`config.mk`:
```
export PLATFORM = sky130hd
export DESIGN_NAME = astm_core
export DESIGN_NICKNAME = d
export VERILOG_FILES = /design/src/logic/astm_pkg.sv /design/src/logic/astm_core.sv /design/src/logic/astm_stack.sv
export SDC_FILE = /design/constraint.sdc
export NUM_CORES = 1
export LEC_CHECK = 0
export ABC_AREA = 1
export BUFFER_PORTS_ARGS = -buffer_cell sky130_fd_sc_hd__buf_2
export CAP_MARGIN = 20
export CORE_AREA = 5 5 196 198
export DETAILED_ROUTE_END_ITERATION = 16
export DIE_AREA = 0 0 201 203
export GPL_TIMING_DRIVEN = 0
export PLACE_DENSITY = 0.71
export SLEW_MARGIN = 20
export SYNTH_ARGS = -nofsm -noshare
export SYNTH_HDL_FRONTEND = slang
export SYNTH_HIERARCHICAL = 1
export SYNTH_SLANG_ARGS = --single-unit
```
`constraint.sdc`:
```
create_clock -name CLK_IN -period 7.12 [get_ports CLK_IN]
set_clock_uncertainty 0.2 [all_clocks]
set_input_delay 0.356 -clock CLK_IN [delete_from_list [all_inputs] [get_ports CLK_IN]]
set_output_delay 0.356 -clock CLK_IN [all_outputs]
set_load 0.02 [all_outputs]
```
`src/logic/astm_pkg.sv`:
```
// Purpose: shared constants for the accumulator subtract and table move unit
// Assumes: one clock, asynchronous active-high reset
// Notes:   opcode codes are taken from the top bits of the instruction word
package astm_pkg;
   // =====================================================================
   // opcodes (instruction bits 15:8 unless noted)
   localparam logic [3:0] OP_SUB_SHIFT   = 4'h1;      // bits 15:12, shift in 11:8
   localparam logic [7:0] OP_DIV_STEP    = 8'h64;
   localparam logic [7:0] OP_UPPER_SUB   = 8'h62;
   localparam logic [7:0] OP_UNSIGNED_SUB = 8'h63;
   localparam logic [7:0] OP_WORD_FETCH  = 8'h67;
   localparam logic [7:0] OP_WORD_STORE  = 8'h7D;
   localparam logic [7:0] OP_XOR_LOW     = 8'h78;
   // =====================================================================
   // widths and limits
   localparam int         ACC_W          = 32;
   localparam int         PM_ADDR_W      = 12;
   localparam int         STACK_DEPTH    = 4;
   localparam int         HALF_SHIFT     = 16;
   localparam logic [31:0] SAT_POS       = 32'h7FFFFFFF;
   localparam logic [31:0] SAT_NEG       = 32'h80000000;
   localparam logic [11:0] OUT_PORT_TOP  = 12'h007;   // stores at or below alias port writes
   localparam logic [1:0] TABLE_LAST     = 2'h2;      // third machine cycle
   // =====================================================================
   typedef enum logic [3:0] {
      ST_IDLE  = 4'b0001,
      ST_READ  = 4'b0010,
      ST_MOVE  = 4'b0100,
      ST_POP   = 4'b1000
   } astm_state_t;
endpackage

```
`src/logic/astm_core.sv`:
```
// Purpose: subtract, divide step, xor and table moves on the accumulator
// Assumes: one instruction presented per INSTR_VALID_IN pulse while idle
// Notes:   memories sit outside; data word arrives with the instruction
//
// Behaviour
// - shifted subtract: shift data left, subtract, flag wrap, clamp if enabled
// - divide step flags wrap but never clamps
// - store copies data word to program address from accumulator low 12 bits
// - store reads data, then writes program memory, three cycles
// - push pc+1, load pc, write, update index, pop pc
// - store or fetch loses bottom stack entry
// - program stores to addresses 0..7 look like output port writes
// - xor changes accumulator low half only
`timescale 1ns/1ps
module astm_core
   import astm_pkg::*;
(
   input  wire logic        CLK_IN,          // 25 MHz processor clock
   input  wire logic        SYS_RST_IN,      // async reset, high
   input  wire logic        INSTR_VALID_IN,  // instruction strobe
   input  wire logic [15:0] INSTR_IN,        // instruction word
   input  wire logic [15:0] DATA_WORD_IN,    // addressed data memory word
   input  wire logic [11:0] PC_IN,           // current program counter
   input  wire logic        CLAMP_ENABLE_IN, // saturation mode
   input  wire logic [15:0] PM_RDATA_IN,     // program memory read data
   output logic      [31:0] ACC_OUT,         // running_total_reg
   output logic             SIGN_WRAP_FLAG_OUT, // overflow flag
   output logic             BUSY_OUT,        // table move in progress
   output logic      [11:0] PC_OUT,          // program counter during moves
   output logic             PC_LOAD_OUT,     // load PC_OUT into core pc
   output logic             PM_WE_OUT,       // program memory write strobe
   output logic             PM_RE_OUT,       // program memory read strobe
   output logic      [11:0] PM_ADDR_OUT,     // program memory address
   output logic      [15:0] PM_WDATA_OUT,    // program memory write data
   output logic             DM_WE_OUT,       // data memory write strobe
   output logic      [15:0] DM_WDATA_OUT,    // data memory write data
   output logic             INDEX_UPDATE_OUT,// update index_reg as coded
   output logic             PORT_ALIAS_OUT   // store aliases output port
);
   logic [31:0] acc_ff;
   logic        wrap_ff;
   astm_state_t state_ff;
   logic        busy_ff;
   logic [11:0] push_pc_ff;
   logic        is_store_ff;
   logic [15:0] hold_ff;
   logic        push_ff, pop_ff;
   logic [11:0] head;
   logic [11:0] pc_ff, pm_addr_ff;
   logic        pc_load_ff, pm_we_ff, pm_re_ff, dm_we_ff, idx_ff, alias_ff;
   logic [15:0] pm_wdata_ff, dm_wdata_ff;
   logic [31:0] nxt_acc;
   logic        nxt_wrap;

   // =====================================================================
   // signed subtract with wrap detect and optional clamp
   function automatic logic [32:0] sub_clamp(input logic [31:0] a, input logic [31:0] b,
                                             input logic clamp);
      logic [31:0] d;
      logic        ov;
      d  = a - b;
      ov = (a[31] != b[31]) && (d[31] != a[31]);
      if (ov && clamp) d = a[31] ? SAT_NEG : SAT_POS;
      return {ov, d};
   endfunction

   // =====================================================================
   // accumulator datapath for single-cycle instructions
   always_comb begin
      logic [32:0] r;
      logic [31:0] ext;
      logic [31:0] sh;
      r        = {1'b0, acc_ff};
      ext      = {{16{DATA_WORD_IN[15]}}, DATA_WORD_IN};
      sh       = ext << INSTR_IN[11:8];
      nxt_acc  = acc_ff;
      nxt_wrap = wrap_ff;
      if (INSTR_VALID_IN && state_ff == ST_IDLE) begin
         if (INSTR_IN[15:12] == OP_SUB_SHIFT) begin
            r = sub_clamp(acc_ff, sh, CLAMP_ENABLE_IN);
            nxt_acc = r[31:0];
            nxt_wrap = wrap_ff | r[32];
         end else if (INSTR_IN[15:8] == OP_UPPER_SUB) begin
            r = sub_clamp(acc_ff, {DATA_WORD_IN, 16'h0000}, CLAMP_ENABLE_IN);
            nxt_acc = r[31:0];
            nxt_wrap = wrap_ff | r[32];
         end else if (INSTR_IN[15:8] == OP_UNSIGNED_SUB) begin
            r = sub_clamp(acc_ff, {16'h0000, DATA_WORD_IN}, CLAMP_ENABLE_IN);
            nxt_acc = r[31:0];
            nxt_wrap = wrap_ff | r[32];
         end else if (INSTR_IN[15:8] == OP_DIV_STEP) begin
            r = sub_clamp(acc_ff, {1'b0, DATA_WORD_IN, 15'h0000}, 1'b0);
            nxt_wrap = wrap_ff | r[32];
            if (!r[31]) nxt_acc = {r[30:0], 1'b1};
            else        nxt_acc = {acc_ff[30:0], 1'b0};
         end else if (INSTR_IN[15:8] == OP_XOR_LOW) begin
            nxt_acc = {acc_ff[31:16], acc_ff[15:0] ^ DATA_WORD_IN};
         end
      end
   end

   // =====================================================================
   // accumulator and flag registers
   always_ff @(posedge CLK_IN or posedge SYS_RST_IN) begin
      if (SYS_RST_IN) begin
         acc_ff  <= 32'h00000000;
         wrap_ff <= 1'b0;
      end else begin
         acc_ff  <= nxt_acc;
         wrap_ff <= nxt_wrap;
      end
   end

   // =====================================================================
   // table move sequencer: read, move, pop over three cycles
   always_ff @(posedge CLK_IN or posedge SYS_RST_IN) begin
      if (SYS_RST_IN) begin
         state_ff    <= ST_IDLE;
         busy_ff     <= 1'b0;
         is_store_ff <= 1'b0;
      end else begin
         unique case (state_ff)
            ST_IDLE: begin
               if (INSTR_VALID_IN && (INSTR_IN[15:8] == OP_WORD_STORE ||
                                      INSTR_IN[15:8] == OP_WORD_FETCH)) begin
                  state_ff    <= ST_READ;
                  busy_ff     <= 1'b1;
                  is_store_ff <= (INSTR_IN[15:8] == OP_WORD_STORE);
               end
            end
            ST_READ: begin
               state_ff <= ST_MOVE;
            end
            ST_MOVE: begin
               state_ff <= ST_POP;
            end
            ST_POP: begin
               state_ff <= ST_IDLE;
               busy_ff  <= 1'b0;
            end
            default: begin
               state_ff <= ST_IDLE;
               busy_ff  <= 1'b0;
            end
         endcase
      end
   end

   // =====================================================================
   // bus, stack and pc actions of the table moves
   always_ff @(posedge CLK_IN or posedge SYS_RST_IN) begin
      if (SYS_RST_IN) begin
         hold_ff <= 16'h0000; push_ff <= 1'b0; pop_ff <= 1'b0;
         pc_ff <= 12'h000; pc_load_ff <= 1'b0; pm_addr_ff <= 12'h000;
         pm_we_ff <= 1'b0; pm_re_ff <= 1'b0; pm_wdata_ff <= 16'h0000;
         dm_we_ff <= 1'b0; dm_wdata_ff <= 16'h0000; idx_ff <= 1'b0; alias_ff <= 1'b0;
         push_pc_ff <= 12'h000;
      end else begin
         push_ff <= 1'b0; pop_ff <= 1'b0; pc_load_ff <= 1'b0;
         pm_we_ff <= 1'b0; pm_re_ff <= 1'b0; dm_we_ff <= 1'b0;
         idx_ff <= 1'b0; alias_ff <= 1'b0;
         unique case (state_ff)
            ST_IDLE: begin
               if (INSTR_VALID_IN && (INSTR_IN[15:8] == OP_WORD_STORE ||
                                      INSTR_IN[15:8] == OP_WORD_FETCH)) begin
                  hold_ff    <= DATA_WORD_IN;
                  push_pc_ff <= PC_IN + 12'h001;
                  push_ff    <= 1'b1;
                  pc_ff      <= acc_ff[PM_ADDR_W-1:0];
                  pc_load_ff <= 1'b1;
                  pm_addr_ff <= acc_ff[PM_ADDR_W-1:0];
               end
            end
            ST_READ: begin
               if (is_store_ff) begin
                  pm_we_ff    <= 1'b1;
                  pm_wdata_ff <= hold_ff;
                  alias_ff    <= (pm_addr_ff <= OUT_PORT_TOP);
               end else begin
                  pm_re_ff <= 1'b1;
               end
            end
            ST_MOVE: begin
               idx_ff <= 1'b1;
               pop_ff <= 1'b1;
               if (!is_store_ff) begin
                  dm_we_ff    <= 1'b1;
                  dm_wdata_ff <= PM_RDATA_IN;
               end
            end
            ST_POP: begin
               pc_ff      <= head;
               pc_load_ff <= 1'b1;
            end
            default: ;
         endcase
      end
   end

   astm_stack u_stack (
      .clk_in   (CLK_IN),
      .rst_in   (SYS_RST_IN),
      .push_in  (push_ff),
      .pop_in   (pop_ff),
      .data_in  (push_pc_ff),
      .head_out (head)
   );

   assign ACC_OUT            = acc_ff;
   assign SIGN_WRAP_FLAG_OUT = wrap_ff;
   assign BUSY_OUT           = busy_ff;
   assign PC_OUT             = pc_ff;
   assign PC_LOAD_OUT        = pc_load_ff;
   assign PM_WE_OUT          = pm_we_ff;
   assign PM_RE_OUT          = pm_re_ff;
   assign PM_ADDR_OUT        = pm_addr_ff;
   assign PM_WDATA_OUT       = pm_wdata_ff;
   assign DM_WE_OUT          = dm_we_ff;
   assign DM_WDATA_OUT       = dm_wdata_ff;
   assign INDEX_UPDATE_OUT   = idx_ff;
   assign PORT_ALIAS_OUT     = alias_ff;
endmodule // astm_core

```
`src/logic/astm_stack.sv`:
```
// Purpose: four-deep hardware return stack with registered head
// Assumes: push and pop never coincide
// Notes:   a push shifts the bottom entry out and loses it
`timescale 1ns/1ps
module astm_stack
   import astm_pkg::*;
(
   input  wire logic        clk_in,    // processor clock
   input  wire logic        rst_in,    // async reset, high
   input  wire logic        push_in,   // push strobe
   input  wire logic        pop_in,    // pop strobe
   input  wire logic [11:0] data_in,   // value to push
   output logic      [11:0] head_out   // registered top entry
);
   logic [11:0] mem_ff [STACK_DEPTH];

   // =====================================================================
   // shift register stack; pop duplicates the bottom entry
   always_ff @(posedge clk_in or posedge rst_in) begin
      if (rst_in) begin
         for (int i = 0; i < STACK_DEPTH; i++) mem_ff[i] <= 12'h000;
      end else if (push_in) begin
         mem_ff[0] <= data_in;
         for (int i = 1; i < STACK_DEPTH; i++) mem_ff[i] <= mem_ff[i-1];
      end else if (pop_in) begin
         for (int i = 0; i < STACK_DEPTH-1; i++) mem_ff[i] <= mem_ff[i+1];
      end
   end

   assign head_out = mem_ff[0];
endmodule // astm_stack

```
==> flow_metrics.env, run 1 <==
export IMPL_status="finished clean"
export IMPL_cts_sinks=178
export IMPL_required_ns=7.25
export IMPL_syn_area_um2=15080
export IMPL_crit_chain="inv_1 > ha_1 > inv_1 > fa_1 > nand3_1 > nand3_1 > nand2_1 > o21bai_1 > nand3b_1 > nand2_1 > a21o_1 > a21oi_1 > ha_1 > clkbuf_1 > clkinv_1 > clkbuf_1 > o211ai_1 > nand2_1 > nor2_1 > a21oi_1"
export IMPL_async_reset_ff_share_pct=100.0
export IMPL_critPathSlowestCell="dfrtp_1"
export IMPL_dp_hpwl_um=44380
export IMPL_cts_buffers=17
export IMPL_viasPerCell=5.456
export IMPL_die_y_um=203
export IMPL_tightestPinTransition_ns=0.8644
export IMPL_cts_root_buf="clkbuf_16"
export IMPL_place_congestion=1.007
export IMPL_hp_class="primary input to register"
export IMPL_final_hold_viol_count=0
export IMPL_r2r_start="ACC_OUT[15]"
export IMPL_nFillCells=3761
export IMPL_num_rows=70
export IMPL_synth_main_ff_cell="dfrtp_1"
export IMPL_r2r_slack_ns=2.13
export IMPL_start_util_pct=41.49
export IMPL_startpoint_type="register"
export IMPL_syn_avg_cell_area_um2=6.431
export IMPL_vias=16450
export IMPL_drtPass1Iterations=6
export IMPL_synth_cell_types=54
export IMPL_cp_end_kind="register"
export IMPL_drv_slew=0
export IMPL_grt_usage_pct=26.16
export IMPL_period_share_pct=70.12
export IMPL_drive_gt1_share_pct=11.39
export IMPL_period_minus_slack_ns=4.993
export IMPL_crit_start="ACC_OUT[15]"
export IMPL_slew_headroom_pct=42.16
export IMPL_crit_arrival_ns=5.12
export IMPL_boundaryPins=160
export IMPL_synth_edf_count=0
export IMPL_setup_viol=0
export IMPL_total_power_uw=4780
export IMPL_leakage_uw=0.009317
export IMPL_final_common_cell="nand2_1"
export IMPL_tns_ns=0
export IMPL_critical_path_endpoint="ACC_OUT[25]"
export IMPL_grtUsageMet3_pct=5.478
export IMPL_io_buffer_count=149
export IMPL_rsz0062_at_grt="false"
export IMPL_cap_violations=0
export IMPL_ys_seq_area_share_pct=29.54
export IMPL_syn2layout_area_growth_pct=14.19
export IMPL_synth_seq_cells=178
export IMPL_routedWlPerCell_um=18.14
export IMPL_die_area_um2=40800
export IMPL_drc_errors=0
export IMPL_drtAntennaViolNets=0
export IMPL_powerDensity_nw_per_um2=277.6
export IMPL_ctsResizeCount=0
export IMPL_wl_um=54660
export IMPL_grt_met1_usage_pct=35.88
export IMPL_grt_pass1_vias=15460
export IMPL_drt_first_iter_violations=1401
export IMPL_cts_tree="yes"
export IMPL_mostFrequentLayoutCells="nand2_1 (836), inv_1 (245), nor2_1 (218)"
export IMPL_grt_pass1_wl_um=84850
export IMPL_worstSetupPathType="register to register"
export IMPL_max_freq_ghz=0.2003
export IMPL_syn_num_nets=2494
export IMPL_rr_endpoint="ACC_OUT[25]"
export IMPL_final_nets=2682
export IMPL_top_usage_layer="met2"
export IMPL_clock_latency_ns=0.45
export IMPL_coreArea_um2=36350
export IMPL_n_antenna_cell=0
export IMPL_htree_levels=4
export IMPL_cp_slowest_stage_delay_ns=0.61
export IMPL_path_common_cell="nand2_1"
export IMPL_peakVddDrop_mv=0.1408
export IMPL_overflow=0
export IMPL_synthCells=2345
export IMPL_clockBufferDepth=2
export IMPL_grt_antenna_before_repair=0
export IMPL_yosysWarningCount=6
export IMPL_path_clk_slew_ns=0.08
export IMPL_postCtsSetupBuffers=0
export IMPL_crit_path_max_fanout=10
export IMPL_use_met2_pct=40.86
export IMPL_r2r_cells=20
export IMPL_grt_max_degree=77
export IMPL_hold_buffers=18
export IMPL_die_w_um=201
## cells in the mapped netlist, types with 4 or more instances
master	number	area share, %
nand2_2	5	0.21
a21o_1	5	0.25
and2_1	5	0.21
o211ai_1	17	0.85
mux2_2	16	1.2
o21ai_1	10	0.33
xor2_1	29	1.7
o31ai_1	4	0.20
inv_2	9	0.22
nand3_1	192	6.4
o21a_1	5	0.25
o22ai_1	7	0.29
o221a_2	7	0.52
mux2i_1	8	0.53
o21bai_1	12	0.60
clkbuf_1	36	0.90
buf_4	22	1.1
xnor2_1	13	0.76
or2_2	11	0.46
nand4_1	18	0.75
nor3_1	29	0.96
buf_2	11	0.37
nand2_1	836	21
o21ai_0	127	4.2
a22oi_1	6	0.30
buf_6	13	0.97
a21oi_1	123	4.1
nand3b_1	6	0.30
nor2_1	218	5.4
ha_1	81	6.7
fa_1	4	0.53
inv_1	247	6.1
dfrtp_1	177	29
## worst max-delay path: cells and delay by family, from the launching register on
kind            cells  cell delay, ns
buf+inv             5            1.55
simple gates        7            0.89
compound gates      5            0.87
fa+ha+maj           3            0.75
flops               1            0.61
## layer usage
metal,up-vias,wire (um)
met5,-,0
met4,0,2074
met3,124,5103
met2,802,23500
met1,7558,23990
li1,7961,-
## state kept, by name (all words and copies together), names as in the netlist, 12 cells and up
| signal | count |
|---|---|
| hold_ff | 16 |
| DM_WDATA_OUT | 16 |
| PM_ADDR_OUT | 12 |
| ACC_OUT | 32 |
| u_stack/mem_ff | 36 |
| PM_WDATA_OUT | 16 |
| u_stack/head_out | 12 |
| push_pc_ff | 12 |
| PC_OUT | 12 |
## layout make-up
| cell class | instances | area [um2] | share of cell area [%] |
|---|---|---|---|
| multi-input combinational | 1825 | 9145 | 53.11 |
| clock buffer | 19 | 432.9 | 2.514 |
| clock inverter | 13 | 140.1 | 0.8138 |
| sequential | 178 | 4456 | 25.87 |
| buffer | 84 | 509.2 | 2.957 |
| inverter | 258 | 978.4 | 5.682 |
| tap | 468 | 585.6 | 3.400 |
| timing repair buffer | 169 | 973.4 | 5.653 |
## logic make-up after synthesis
kind of cell / count (synthesis) / share of synthesized area (%)
AND/OR/NAND/NOR: 1340 / 36.72
buffers and inverters: 342 / 9.815
AO/OA/AOI/OAI: 334 / 12.50
flip-flops: 178 / 29.54
adder cells (fa/ha/maj): 85 / 7.251
XOR/XNOR: 42 / 2.439
multiplexers: 24 / 1.726
## power by group
| part | switching (uW) | total (uW) | internal, uW |
|---|---|---|---|
| registers | 242 | 1350 | 1110 |
| logic | 1670 | 2500 | 829 |
| clock network | 459 | 927 | 468 |
## worst min-delay path by stage
| stage | startpoint | to | slack [ns] | depth (start not counted) |
|---|---|---|---|---|
| 6_report | PC_IN[7] | push_pc_ff[7] | 0.03 | 3 |
| 3_3_place_gp | DM_WDATA_OUT[11] | DM_WDATA_OUT[11] | 0.25 | 2 |
| 3_5_place_dp | SYS_RST_IN | push_pc_ff[5] | 0.22 | 2 |
| 4_1_cts | PC_IN[7] | push_pc_ff[7] | 0.01 | 3 |
| 2_1_floorplan | is_store_ff | PM_RE_OUT | 0.23 | 1 |
| 5_1_grt | PC_IN[7] | push_pc_ff[7] | 0.04 | 3 |
## stage by stage
stage	setup WS, ns	cell area, um2	utilization [%]	hold slack [ns]	std cells
6_report	2.127	17220	47.38	0.03132	3014
5_1_grt	1.931	17220	47.38	0.04149	3014
4_1_cts	2.300	17220	47.38	0.01187	3014
3_5_place_dp	2.316	16470	45.30	0.2168	2964
3_3_place_gp	1.666	16410	45.15	0.2489	2962
2_1_floorplan	3.096	15080	-	0.2261	2345
(Power assumes the default switching activity.)
==> run 2: changes to the inputs <==
Settings changed: ABC_AREA 1 to 0, CORE_AREA 5 5 196 198 to 5 5 187 189, DIE_AREA 0 0 201 203 to 0 0 192 194.
Clock period 7.12 ns to 4.95 ns, I/O delays scaled along.
==> flow_metrics.env, run 2 <==
export IMPL_io_buffer_count=151
export IMPL_final_nets=1935
export IMPL_yosysTopAreaCell="dfrtp_1"
export IMPL_syn_area_um2=13640
export IMPL_post_dp_cell_area_um2=15030
export IMPL_synth_seq_cells=178
export IMPL_cts_root_buf="clkbuf_16"
export IMPL_max_freq_ghz=0.2066
export IMPL_synthCells=1585
export IMPL_total_power_uw=6412
export IMPL_period_minus_slack_ns=4.841
export IMPL_drtAntennaViolNets=0
export IMPL_die_w_um=192
export IMPL_grt_pass1_vias=12830
export IMPL_required_ns=5.05
export IMPL_worstSetupPathType="register to register"
export IMPL_synth_edf_count=0
export IMPL_yosysTopAreaCellShare_pct=32.47
export IMPL_powerDensity_nw_per_um2=400.7
export IMPL_routedWlPerCell_um=21.99
export IMPL_synth_cell_types=88
export IMPL_cts_sinks=178
export IMPL_path_clk_slew_ns=0.10
export IMPL_setup_viol=0
export IMPL_cts_buffers=17
export IMPL_tightestPinTransition_ns=1.028
export IMPL_crit_arrival_ns=4.94
export IMPL_syn_num_nets=1734
export IMPL_grt_pass1_wl_um=75040
export IMPL_regMostFlops="u_stack/mem_ff"
export IMPL_synth_common_cells="nand2_1 (193), dfrtp_1 (177), nor2_1 (127)"
export IMPL_peakVddDrop_mv=0.2685
export IMPL_grt_max_degree=67
export IMPL_ys_seq_area_share_pct=32.66
export IMPL_final_common_cell="nand2_1"
export IMPL_hp_class="primary input to register"
export IMPL_die_y_um=194
export IMPL_yosys_top_cells_area="dfrtp_1 (32%), ha_1 (7.4%), nand2_1 (5.3%)"
export IMPL_period_share_pct=97.79
export IMPL_final_hold_viol_count=0
export IMPL_overflow=0
export IMPL_wl_um=49430
export IMPL_vias=13630
export IMPL_dp_hpwl_um=37640
export IMPL_slew_headroom_pct=31.37
export IMPL_nFillCells=3179
export IMPL_syn_avg_cell_area_um2=8.608
export IMPL_leakage_uw=0.007334
export IMPL_place_congestion=1.027
export IMPL_die_area_um2=37250
export IMPL_crit_path_max_fanout=10
export IMPL_synth_most_common_cell="nand2_1"
export IMPL_largest_reg_flops=36
export IMPL_htree_levels=4
export IMPL_grt_usage_pct=25.75
export IMPL_async_reset_ff_share_pct=100.0
export IMPL_clockBufferDepth=2
export IMPL_drt_first_iter_violations=1425
export IMPL_final_util_pct=48.33
export IMPL_startpoint_type="register"
export IMPL_drtPass1Iterations=6
export IMPL_fin_cells=2248
export IMPL_drc_errors=0
export IMPL_synth_main_ff_cell="dfrtp_1"
export IMPL_viasPerCell=6.062
export IMPL_status="finished clean"
export IMPL_syn2layout_area_growth_pct=17.30
export IMPL_num_rows=67
export IMPL_cap_violations=0
export IMPL_grt_antenna_before_repair=1
export IMPL_drv_slew=0
export IMPL_cp_end_kind="register"
export IMPL_clock_latency_ns=0.46
export IMPL_coreArea_um2=33110
export IMPL_yosysWarningCount=6
export IMPL_start_util_pct=41.20
export IMPL_stdcell_area_um2=16000
export IMPL_boundaryPins=160
export IMPL_mostFrequentLayoutCells="nand2_1 (193), dfrtp_1 (177), buf_2 (167)"
export IMPL_post_place_cells=2187
export IMPL_drive_gt1_share_pct=18.01
export IMPL_cts_tree="yes"
==> run 2: per-layer routing <==
layer | global-route usage [%] | vias to the layer above | share of wire [%]
li1 | - | 6235 | -
met1 | 34.94 | 6591 | 42
met2 | 40.87 | 682 | 45
met3 | 4.987 | 118 | 8.4
met4 | 9.403 | 2 | 4.2
met5 | 0 | - | 0.026
==> run 2: cell families (layout without fill, tap and decap cells) <==
group                      Yosys count  count (layout)  share of synthesized area, %
AOI/OAI and AO/OA                  490             490                         23.29
xor gates and xnor gates            58              58                         3.723
adders and majority gates           85              85                         8.015
buffers and inverters              126             340                         4.402
DFF                                178             178                         32.66
muxes                              125             125                         9.868
other                                0               1                             0
and+or+nand+nor                    523             523                         18.04
==> run 2: power by group <==
part,internal (uW),switching [uW],leakage (uW)
Sequential,1590,360,0.00238
Combinational,1150,1850,0.00465
Clock,787,681,0.000300
==> run 2: repair_timing <==
action,CTS,global route
endpoints found under the hold margin,140,0
pin swaps,0,1
setup endpoints to repair,27,31
setup buffers,0,0
resized for setup,10,11
hold buffers,30,0
==> run 2: area by class of cell <==
cell class / instances / area, um2 / area share, %
clock inverter: 14 / 185.2 / 1.157
multi-input combinational: 1281 / 8641 / 54.00
timing repair buffer: 184 / 1111 / 6.943
tap: 448 / 560.5 / 3.503
clock buffer: 18 / 439.2 / 2.744
buffer: 80 / 435.4 / 2.721
inverter: 44 / 172.7 / 1.079
sequential: 178 / 4456 / 27.84
antenna: 1 / 2.502 / 0.01564
==> run 2: path summary, 6_finish.rpt <==
kind,startpoint,end,slack (ns),cells past startpoint
max,ACC_OUT[6],ACC_OUT[30],0.11,15
min,INSTR_VALID_IN,BUSY_OUT,0.03,4
max reg2reg,ACC_OUT[6],ACC_OUT[30],0.11,15
min reg2reg,SIGN_WRAP_FLAG_OUT,SIGN_WRAP_FLAG_OUT,0.26,1
max in group asynchronous,SYS_RST_IN,ACC_OUT[21],3.63,4
min in group asynchronous,SYS_RST_IN,u_stack/mem_ff[0],0.17,3
==> run 2: per-stage QoR <==
step	worst slack (ns)	TNS [ns]	hold WS [ns]
floorplan	0.6432	0	0.1593
global placement	-0.8316	-111.20	0.2381
detailed placement	-0.8690	-17.24	0.09770
CTS	0.01810	0	0.01527
global route	-0.01190	-0.01190	0.06387
finish	0.1094	0	0.03008
==> run 2: worst max-delay path, cell delays in order, from the launching register on <==
cell and delay, ns:
dfrtp_1 0.60, ha_1 0.39, a21o_1 0.23, a21o_1 0.18, a31oi_1 0.25, a21boi_0 0.16, o21ai_1 0.24, o211ai_1 0.20
nor4bb_1 0.40, ha_1 0.28, and2_1 0.19, clkbuf_1 0.49, a21oi_1 0.27, o21ai_0 0.25, a41o_1 0.24, o311ai_1 0.10
